## config.mk

```make
export PLATFORM = sky130hd
export DESIGN_NAME = v110_rx_descriptor_ring
export DESIGN_NICKNAME = d
export VERILOG_FILES = /design/src/rtl/v110_rx_pkg.sv /design/src/rtl/v110_rx_descriptor_ring.sv /design/src/rtl/v110_octet_check.sv
export SDC_FILE = /design/constraint.sdc
export NUM_CORES = 1
export LEC_CHECK = 0
export BUFFER_PORTS_ARGS = -buffer_cell sky130_fd_sc_hd__buf_2
export CAP_MARGIN = 25
export CORE_AREA = 4 4 153 140
export CTS_CLUSTER_SIZE = 16
export DETAILED_ROUTE_END_ITERATION = 10
export DIE_AREA = 0 0 157 144
export GPL_TIMING_DRIVEN = 0
export PLACE_DENSITY = 0.64
export SLEW_MARGIN = 25
export SYNTH_ARGS = -nofsm -noshare
export SYNTH_HDL_FRONTEND = slang
export SYNTH_SLANG_ARGS = --single-unit
```

## constraint.sdc

```tcl
create_clock -name mclk -period 3.9 [get_ports mclk]
set_input_delay 0.78 -clock mclk [delete_from_list [all_inputs] [get_ports mclk]]
set_output_delay 0.78 -clock mclk [all_outputs]
set_load 0.01 [all_outputs]
```

## src/rtl/v110_rx_pkg.sv

```systemverilog
// constants for the receive descriptor ring engine
package v110_rx_pkg;
  // register offsets on the control port
  localparam logic [7:0] REG_CTRL = 8'h00;
  localparam logic [7:0] REG_BASE = 8'h04;
  localparam logic [7:0] REG_MAXLEN = 8'h08;
  localparam logic [7:0] REG_EVENT = 8'h0C;
  localparam logic [7:0] REG_MASK = 8'h10;
  localparam logic [7:0] REG_STATE = 8'h14;
  // reset values
  localparam logic [15:0] BASE_RST = 16'h0400;
  localparam logic [15:0] MAXLEN_RST = 16'h0010;
  localparam logic [2:0] MASK_RST = 3'h0;
  // descriptor control and status word
  localparam int BD_EMPTY = 15;
  localparam int BD_EXT = 14;
  localparam int BD_WRAP = 13;
  localparam int BD_SYNC = 3;
  localparam int BD_OVR = 1;
  // descriptor word offsets, eight bytes a descriptor
  localparam logic [15:0] BD_LEN_OFF = 16'h0002;
  localparam logic [15:0] BD_PTRH_OFF = 16'h0004;
  localparam logic [15:0] BD_PTRL_OFF = 16'h0006;
  localparam int BD_SHIFT = 3;
  localparam int IDX_W = 3;
  // event bits
  localparam int EV_CLOSE = 0;
  localparam int EV_SYNC = 1;
  localparam int EV_OVR = 2;
  localparam int EV_W = 3;
  // pause between two looks at a descriptor the host still holds
  localparam logic [4:0] POLL_CYC = 5'h10;
endpackage : v110_rx_pkg

```

## src/rtl/v110_rx_descriptor_ring.sv

```systemverilog
// receive descriptor ring engine for the rate-adaptation receiver
//
// Notes on behaviour
// - host sets bit 15 to lend a buffer; engine clears it when done
// - bit 15 cleared when buffer full or reception aborted by error
// - bit 15 stays set while the buffer is still being filled
// - bit 14 clear writes inner RAM, bit 14 set writes outer memory
// - wrap bit set: continue at the first descriptor of the ring
// - nonzero octet with top bit clear flags a sync error
// - receive overrun during a message sets the overrun flag
// - host writes bits 15 to 13; engine sets bits 1 and 3 at close
// - status bits 12 to 4, 2 and 0 carry no meaning here
//
// The implementer's own choices: the strobed register port and the register offsets.
`timescale 1ns/10ps
`default_nettype none
module v110_rx_descriptor_ring (
  input wire logic mclk,
  input wire logic reset,
  input wire logic [7:0] reg_addr,
  input wire logic [15:0] reg_wdata,
  input wire logic reg_wr,
  input wire logic reg_rd,
  output logic [15:0] reg_rdata,
  output logic irq,
  input wire logic rx_valid,
  input wire logic [7:0] rx_data,
  input wire logic rx_last,
  output logic mem_req,
  output logic mem_we,
  output logic mem_byte,
  output logic mem_ext,
  output logic [23:0] mem_addr,
  output logic [15:0] mem_wdata,
  input wire logic mem_ack,
  input wire logic [15:0] mem_rdata
);

  typedef enum logic [2:0] {
    S_OFF,
    S_RD_CTL,
    S_POLL,
    S_RD_HI,
    S_RD_LO,
    S_FILL,
    S_WR_LEN,
    S_WR_CTL
  } state_e;

  state_e state_q;
  logic [v110_rx_pkg::IDX_W-1:0] idx_q;
  logic [15:0] ctl_q;
  logic [15:0] cnt_q;
  logic [23:0] ptr_q;
  logic pend_q;
  logic pend_last_q;
  logic [7:0] pend_data_q;
  logic ovr_buf_q;
  logic [4:0] poll_q;
  logic en_q;
  logic [15:0] base_q;
  logic [15:0] maxlen_q;
  logic [v110_rx_pkg::EV_W-1:0] ev_q;
  logic [v110_rx_pkg::EV_W-1:0] mask_q;
  logic [v110_rx_pkg::EV_W-1:0] ev_set;

  logic acc_ack;
  logic byte_ok;
  logic fill_wr;
  logic need;
  logic overrun;
  logic take;
  logic start;
  logic buf_end;
  logic sync_hit;
  logic buf_sync;
  logic [15:0] bd_base;
  logic [15:0] cnt_inc;
  logic wr_d;
  logic [23:0] addr_d;
  logic [15:0] wdata_d;

  assign acc_ack = mem_req && mem_ack;
  assign byte_ok = acc_ack && (state_q == S_FILL);
  assign fill_wr = (state_q == S_FILL) && pend_q && !ovr_buf_q;
  assign need = fill_wr || (state_q == S_RD_CTL) || (state_q == S_RD_HI)
    || (state_q == S_RD_LO) || (state_q == S_WR_LEN) || (state_q == S_WR_CTL);
  // no buffer behind the holding byte: a second octet while one waits is lost
  assign overrun = en_q && rx_valid && pend_q && !byte_ok;
  assign take = en_q && rx_valid && !(pend_q && !byte_ok);
  assign start = acc_ack && (state_q == S_RD_CTL) && mem_rdata[v110_rx_pkg::BD_EMPTY];
  assign bd_base = base_q + 16'({idx_q, 3'b000});
  assign cnt_inc = cnt_q + 16'h0001;
  assign buf_end = pend_last_q || (cnt_inc >= maxlen_q) || ovr_buf_q || overrun;

  v110_octet_check u_chk (
    .mclk(mclk),
    .reset(reset),
    .clr(start),
    .byte_valid(byte_ok),
    .byte_data(pend_data_q),
    .bad(sync_hit),
    .seen_q(buf_sync)
  );

  // access fields for the current state
  always_comb begin
    wr_d = 1'b1;
    addr_d = 24'h000000;
    wdata_d = 16'h0000;
    unique case (state_q)
      S_RD_CTL: begin
        wr_d = 1'b0;
        addr_d = {8'h00, bd_base};
      end
      S_RD_HI: begin
        wr_d = 1'b0;
        addr_d = {8'h00, bd_base + v110_rx_pkg::BD_PTRH_OFF};
      end
      S_RD_LO: begin
        wr_d = 1'b0;
        addr_d = {8'h00, bd_base + v110_rx_pkg::BD_PTRL_OFF};
      end
      S_FILL: begin
        addr_d = ptr_q + {8'h00, cnt_q};
        wdata_d = {8'h00, pend_data_q};
      end
      S_WR_LEN: begin
        addr_d = {8'h00, bd_base + v110_rx_pkg::BD_LEN_OFF};
        wdata_d = cnt_q;
      end
      S_WR_CTL: begin
        addr_d = {8'h00, bd_base};
        wdata_d = ctl_q;
        wdata_d[v110_rx_pkg::BD_EMPTY] = 1'b0;
        wdata_d[v110_rx_pkg::BD_SYNC] = buf_sync;
        wdata_d[v110_rx_pkg::BD_OVR] = ovr_buf_q;
      end
      S_OFF, S_POLL: begin
        wr_d = 1'b0;
      end
    endcase
  end

  // memory request: fields held from issue until acknowledge
  always_ff @(posedge mclk) begin
    if (reset) begin
      mem_req <= 1'b0;
      mem_we <= 1'b0;
      mem_byte <= 1'b0;
      mem_ext <= 1'b0;
      mem_addr <= 24'h000000;
      mem_wdata <= 16'h0000;
    end else if (acc_ack) begin
      mem_req <= 1'b0;
    end else if (!mem_req && need) begin
      mem_req <= 1'b1;
      mem_we <= wr_d;
      mem_byte <= (state_q == S_FILL);
      mem_ext <= (state_q == S_FILL) && ctl_q[v110_rx_pkg::BD_EXT];
      mem_addr <= addr_d;
      mem_wdata <= wdata_d;
    end
  end

  // descriptor walk
  always_ff @(posedge mclk) begin
    if (reset) begin
      state_q <= S_OFF;
      idx_q <= '0;
      ctl_q <= 16'h0000;
      ptr_q <= 24'h000000;
      cnt_q <= 16'h0000;
      poll_q <= 5'h00;
    end else begin
      unique case (state_q)
        S_OFF: begin
          idx_q <= '0;
          if (en_q) begin
            state_q <= S_RD_CTL;
          end
        end
        S_RD_CTL: begin
          if (acc_ack) begin
            ctl_q <= mem_rdata;
            poll_q <= 5'h00;
            state_q <= start ? S_RD_HI : S_POLL;
          end
        end
        S_POLL: begin
          poll_q <= poll_q + 5'h01;
          if (!en_q) begin
            state_q <= S_OFF;
          end else if (poll_q == v110_rx_pkg::POLL_CYC - 5'h01) begin
            state_q <= S_RD_CTL;
          end
        end
        S_RD_HI: begin
          if (acc_ack) begin
            ptr_q[23:16] <= mem_rdata[7:0];
            state_q <= S_RD_LO;
          end
        end
        S_RD_LO: begin
          if (acc_ack) begin
            ptr_q[15:0] <= mem_rdata;
            cnt_q <= 16'h0000;
            state_q <= S_FILL;
          end
        end
        S_FILL: begin
          if (byte_ok) begin
            cnt_q <= cnt_inc;
            if (buf_end) begin
              state_q <= S_WR_LEN;
            end
          end else if (!mem_req && ovr_buf_q) begin
            state_q <= S_WR_LEN;
          end
        end
        S_WR_LEN: begin
          if (acc_ack) begin
            state_q <= S_WR_CTL;
          end
        end
        S_WR_CTL: begin
          if (acc_ack) begin
            if (ctl_q[v110_rx_pkg::BD_WRAP]) begin
              idx_q <= '0;
            end else begin
              // next in turn; ring never longer than eight
              idx_q <= idx_q + 1'b1;
            end
            state_q <= S_RD_CTL;
          end
        end
      endcase
    end
  end

  // holding byte between receiver and memory
  always_ff @(posedge mclk) begin
    if (reset) begin
      pend_q <= 1'b0;
      pend_last_q <= 1'b0;
      pend_data_q <= 8'h00;
    end else if (take) begin
      pend_q <= 1'b1;
      pend_last_q <= rx_last;
      pend_data_q <= rx_data;
    end else if (byte_ok) begin
      pend_q <= 1'b0;
    end
  end

  always_ff @(posedge mclk) begin
    if (reset) begin
      ovr_buf_q <= 1'b0;
    end else if (overrun && (state_q == S_RD_HI || state_q == S_RD_LO
        || state_q == S_FILL)) begin
      ovr_buf_q <= 1'b1;
    end else if (start) begin
      ovr_buf_q <= 1'b0;
    end
  end

  // control registers
  always_ff @(posedge mclk) begin
    if (reset) begin
      en_q <= 1'b0;
      base_q <= v110_rx_pkg::BASE_RST;
      maxlen_q <= v110_rx_pkg::MAXLEN_RST;
      mask_q <= v110_rx_pkg::MASK_RST;
    end else if (reg_wr) begin
      if (reg_addr == v110_rx_pkg::REG_CTRL) begin
        en_q <= reg_wdata[0];
      end
      if (reg_addr == v110_rx_pkg::REG_BASE) begin
        base_q <= reg_wdata;
      end
      if (reg_addr == v110_rx_pkg::REG_MAXLEN) begin
        maxlen_q <= reg_wdata;
      end
      if (reg_addr == v110_rx_pkg::REG_MASK) begin
        mask_q <= reg_wdata[v110_rx_pkg::EV_W-1:0];
      end
    end
  end

  // sticky events, cleared by reading; a new event beats the clear
  always_comb begin
    ev_set = '0;
    ev_set[v110_rx_pkg::EV_CLOSE] = acc_ack && (state_q == S_WR_CTL);
    ev_set[v110_rx_pkg::EV_SYNC] = sync_hit;
    ev_set[v110_rx_pkg::EV_OVR] = overrun;
  end

  always_ff @(posedge mclk) begin
    if (reset) begin
      ev_q <= '0;
    end else if (reg_rd && reg_addr == v110_rx_pkg::REG_EVENT) begin
      ev_q <= ev_set;
    end else begin
      ev_q <= ev_q | ev_set;
    end
  end

  assign irq = |(ev_q & mask_q);

  // read data one cycle after the strobe, zero otherwise
  always_ff @(posedge mclk) begin
    if (reset) begin
      reg_rdata <= 16'h0000;
    end else if (reg_rd) begin
      unique case (reg_addr)
        v110_rx_pkg::REG_CTRL: reg_rdata <= {15'h0000, en_q};
        v110_rx_pkg::REG_BASE: reg_rdata <= base_q;
        v110_rx_pkg::REG_MAXLEN: reg_rdata <= maxlen_q;
        v110_rx_pkg::REG_EVENT: reg_rdata <= {13'h0000, ev_q};
        v110_rx_pkg::REG_MASK: reg_rdata <= {13'h0000, mask_q};
        v110_rx_pkg::REG_STATE: reg_rdata <= {7'h00, pend_q,
          ovr_buf_q, 1'b0, state_q, idx_q};
        default: reg_rdata <= 16'h0000;
      endcase
    end else begin
      reg_rdata <= 16'h0000;
    end
  end
endmodule : v110_rx_descriptor_ring
`default_nettype wire

```

## src/rtl/v110_octet_check.sv

```systemverilog
// per-buffer octet synchronisation check
`timescale 1ns/10ps
`default_nettype none
module v110_octet_check (
  input wire logic mclk,
  input wire logic reset,
  input wire logic clr,
  input wire logic byte_valid,
  input wire logic [7:0] byte_data,
  output logic bad,
  output logic seen_q
);

  // zero octet is the frame sync pattern, exempt from the check
  assign bad = byte_valid && (byte_data != 8'h00) && !byte_data[7];

  // set wins over a clear in the same cycle
  always_ff @(posedge mclk) begin
    if (reset) begin
      seen_q <= 1'b0;
    end else if (bad) begin
      seen_q <= 1'b1;
    end else if (clr) begin
      seen_q <= 1'b0;
    end
  end

endmodule : v110_octet_check
`default_nettype wire

```

==> impl_results.md <==
- Outcome: finished, final reports clean
- Fill cells: around 1900
- Worst Path Buf+Inv: 0
- Synth Register Bits: 175
- Setup Buffers After CTS: 0
- Worst Path Required: between 4000 and 5000 ps
- Initial Utilization: 47.5%
- Syn nets: between 1000 and 1500
- Number of buffers created by CTS: 17
- R2R setup slack: between 200 and 250 ps
- Worst slack, placed: -121 ps
- Layout area overhead: 16.5%
- Drt drc: 0
- Reg2reg end: state_q[0]
- Stages on the worst setup path: 13
- Leakage: between 4 and 5 nW
- Mapped Cells: between 1000 and 1500
- DIE AREA: about 0.023 mm2
- Vias in the first global route: 8465
- Clock Latency Late Sink: around 450 ps
- CP max-delay cell: dfxtp_2
- Synthesis warning total: 0
- Worst Setup End Kind: flop
- Placed wire-length estimate: between 20 and 25 mm
- Total power: ~4.4 mW
- Crit path capture: state_q[0]
- Final setup margin: between 200 and 250 ps
- Clock buffer depth: 2
- Final GP Congestion: around 0.97
- Power per cell area: between 300 and 400 mW/mm2
- DRT iter0 DRCs: around 1100
- Vias: ~9400
- Share of cells above drive strength 1: between 10% and 20%
- Clk slew on worst S/H paths: around 80 ps
- Count of input and output buffers: approximately 120
- DIE WIDTH: around 160 um
- Core area: about 0.020 mm2
- First-pass GRT wire length: 47.1 mm
- Row count: 49
- ANT cells: 0
- DIE HEIGHT: around 140 um
- Max-cap check violation count: 0
- Post-detailed-route count of antenna-violating nets: 0
- Length of the first detailed-routing pass in iterations: 5
- Slew margin rel.: about a quarter
- Via density: 5.90
- WL final: a little over 30 mm
- Post-synthesis sequential area ratio: around 37%
- GRT Residual Overflow: 0
- Synth area leader: dfxtp_1
- Main synth FF type: dfxtp_1
- Cell variety after synth: 74
- Worst hold path class: reg -> reg
- Post-synth EDFFs: 0
- Endpoints failing hold: 0
- Fin crit share: about 94%
- Startpoint Class: flop
- Minimum clock period: between 3000 and 4000 ps
- RR Startpoint: cnt_q[0]
- Crit path launch: cnt_q[0]
- Unrepaired setup endpoints after global routing: no
- Worst hold start: mem_addr[20]
- Root buf cell: clkbuf_16
- Post-synth ARST share: 0%
- Dominant cells by area after synthesis: dfxtp_1 (37%), nand2_1 (7.9%), a21oi_1 (6.4%)
- # nets final: 1420
- Syn_area_per_cell: around 7.9 um2
- Mapped Area: 0.00940 mm2
- IR drop worst, VDD: 0.000325 V
- Area of the multi-input gates: 0.00555 mm2
- Setup CP Type: reg -> reg
- Slew @ Worst Pin: roughly 1100 ps
- Critical Path Max Stage Delay: about 450 ps
- Worst-path cell chain: ha_1 -> and3_1 -> and3_1 -> and3_2 -> nand3_1 -> xnor2_2 -> ha_1 -> a21o_1 -> a2111oi_0 -> o211ai_1 -> a31oi_2 -> nor4_1 -> a211oi_1
- H-tree lvl count: 4
- CTS Sinks: about 180
- IO Pins: around 120
- R2R cell count: 13
- Gr usage total: between 20% and 30%
- Cell family with most CP delay: compound AO/OA/AOI/OAI gates
- Register area: approximately 0.0035 mm2
- Setup Viol. Count Final: 0
- Initial antenna violation count: 0
- Slew Limit Fails: 0
- Final Skew: about 19 ps
- Largest net degree at the start of global routing: 19
- F_max: roughly 270 MHz
- CTS tree: yes
- Wirelength per Cell: between 15 and 20 um
- Crit path DAT: a little over 4000 ps
- Post-synth top area share: between 30% and 40%
- Worst Path Max Fanout: 7
==> logic make-up after synthesis <==
logic type               Yosys count  synth area share, %
AND/OR/NAND/NOR                  488                 23.7
XOR/XNOR                          45                 4.19
adder cells (fa/ha/maj)           44                 6.10
buffers and inverters             97                 4.07
AO/OA/AOI/OAI                    302                 20.7
multiplexers                      37                 3.99
flip-flops                       175                 37.3
==> worst min-delay path by stage <==
stage / to / slack (ps) / cells after the start
2_1_floorplan: ctl_q[0] / 440 / 2
3_5_place_dp: mem_addr[20] / 440 / 2
3_3_place_gp: mem_addr[18] / 430 / 2
4_1_cts: mem_addr[20] / 450 / 2
6_report: mem_addr[20] / 450 / 2
5_1_grt: mem_addr[20] / 470 / 2
==> flip-flops by register name, summed over array words and instances, names as in the netlist, 5 cells and up <==
name and cells:
base_q 16, cnt_q 16, ctl_q 13, maxlen_q 16
mem_addr 24, mem_wdata 16, pend_data_q 8, poll_q 5
ptr_q 24, reg_rdata 16
==> synth_stat cells, drive strengths merged, types with 6 or more instances <==
| cell | instances |
|---|---|
| nand3 | 36 |
| nand2 | 198 |
| nor2 | 133 |
| xor2 | 24 |
| dfxtp | 175 |
| a222oi | 6 |
| clkbuf | 49 |
| nor2b | 6 |
| a211oi | 14 |
| a22oi | 36 |
| or3 | 8 |
| xnor2 | 21 |
| nand2b | 8 |
| o211ai | 8 |
| buf | 16 |
| a21oi | 122 |
| nand3b | 12 |
| and3 | 17 |
| nor4 | 9 |
| ha | 41 |
| nand4 | 10 |
| a21o | 14 |
| o21ai | 46 |
| nor3 | 25 |
| mux2i | 33 |
| a22o | 7 |
| a31oi | 8 |
| inv | 31 |
==> report_power, final <==
part           internal (mW)  switching, mW  leakage (nW)
Sequential              1.85         0.0376          1.41
Combinational          0.188          0.434          2.56
Clock                   1.00          0.856         0.306
==> per-stage QoR <==
stage	utilization (%)	TNS [ps]	std cells	instance area [um2]	hold WS [ps]
3_5_place_dp	52.0	-218	1558	10300	437
5_1_grt	55.3	0	1589	11000	469
2_1_floorplan	-	0	1188	9400	436
4_1_cts	55.3	0	1590	10900	454
6_report	55.3	0	1589	11000	448
3_3_place_gp	52.0	-171	1558	10300	432
==> layout make-up <==
type                       count  share of cell area, %
buffer                        64                   2.36
clock buffer                  18                   4.01
clock inverter                14                   1.72
inverter                      32                   1.10
multi-input combinational    916                   50.6
sequential                   175                   32.0
tap                          255                   2.91
timing repair buffer         115                   5.25
==> layout by cell type (no fill, tap or decap), drive strengths merged, types with 9 or more instances in the layout <==
master / count
a211oi: 14
and3: 17
nor3: 25
nor2: 133
clkbuf: 66
buf: 131
mux2i: 33
xor2: 24
dfxtp: 175
nand2: 198
nand3: 36
ha: 41
a21o: 14
xnor2: 21
a22oi: 36
inv: 40
nand4: 10
a21oi: 122
nand3b: 12
nor4: 9
o21ai: 46
==> routing by layer <==
metal	wire length [um]	global-route usage (%)	part of all wire (%)
met1	14300	39.0	47
met2	13400	40.3	44
met3	2270	5.36	7.4
met4	729	8.45	2.4
met5	0	0	0
==> worst reg2reg max path: stages (launching register included) <==
cell       delay (ps)
dfxtp_2           450
ha_1              260
and3_1            260
and3_1            250
and3_2            290
nand3_1           140
xnor2_2           270
ha_1              300
a21o_1            170
a2111oi_0         430
o211ai_1          190
a31oi_2           270
nor4_1            100
a211oi_1          200
==> what timing repair did <==
item	CTS	global route
hold buffers	0	0
setup endpoints to repair	2	2
resized for setup	3	3
No activity file was read; power rests on OpenSTA's default activity.
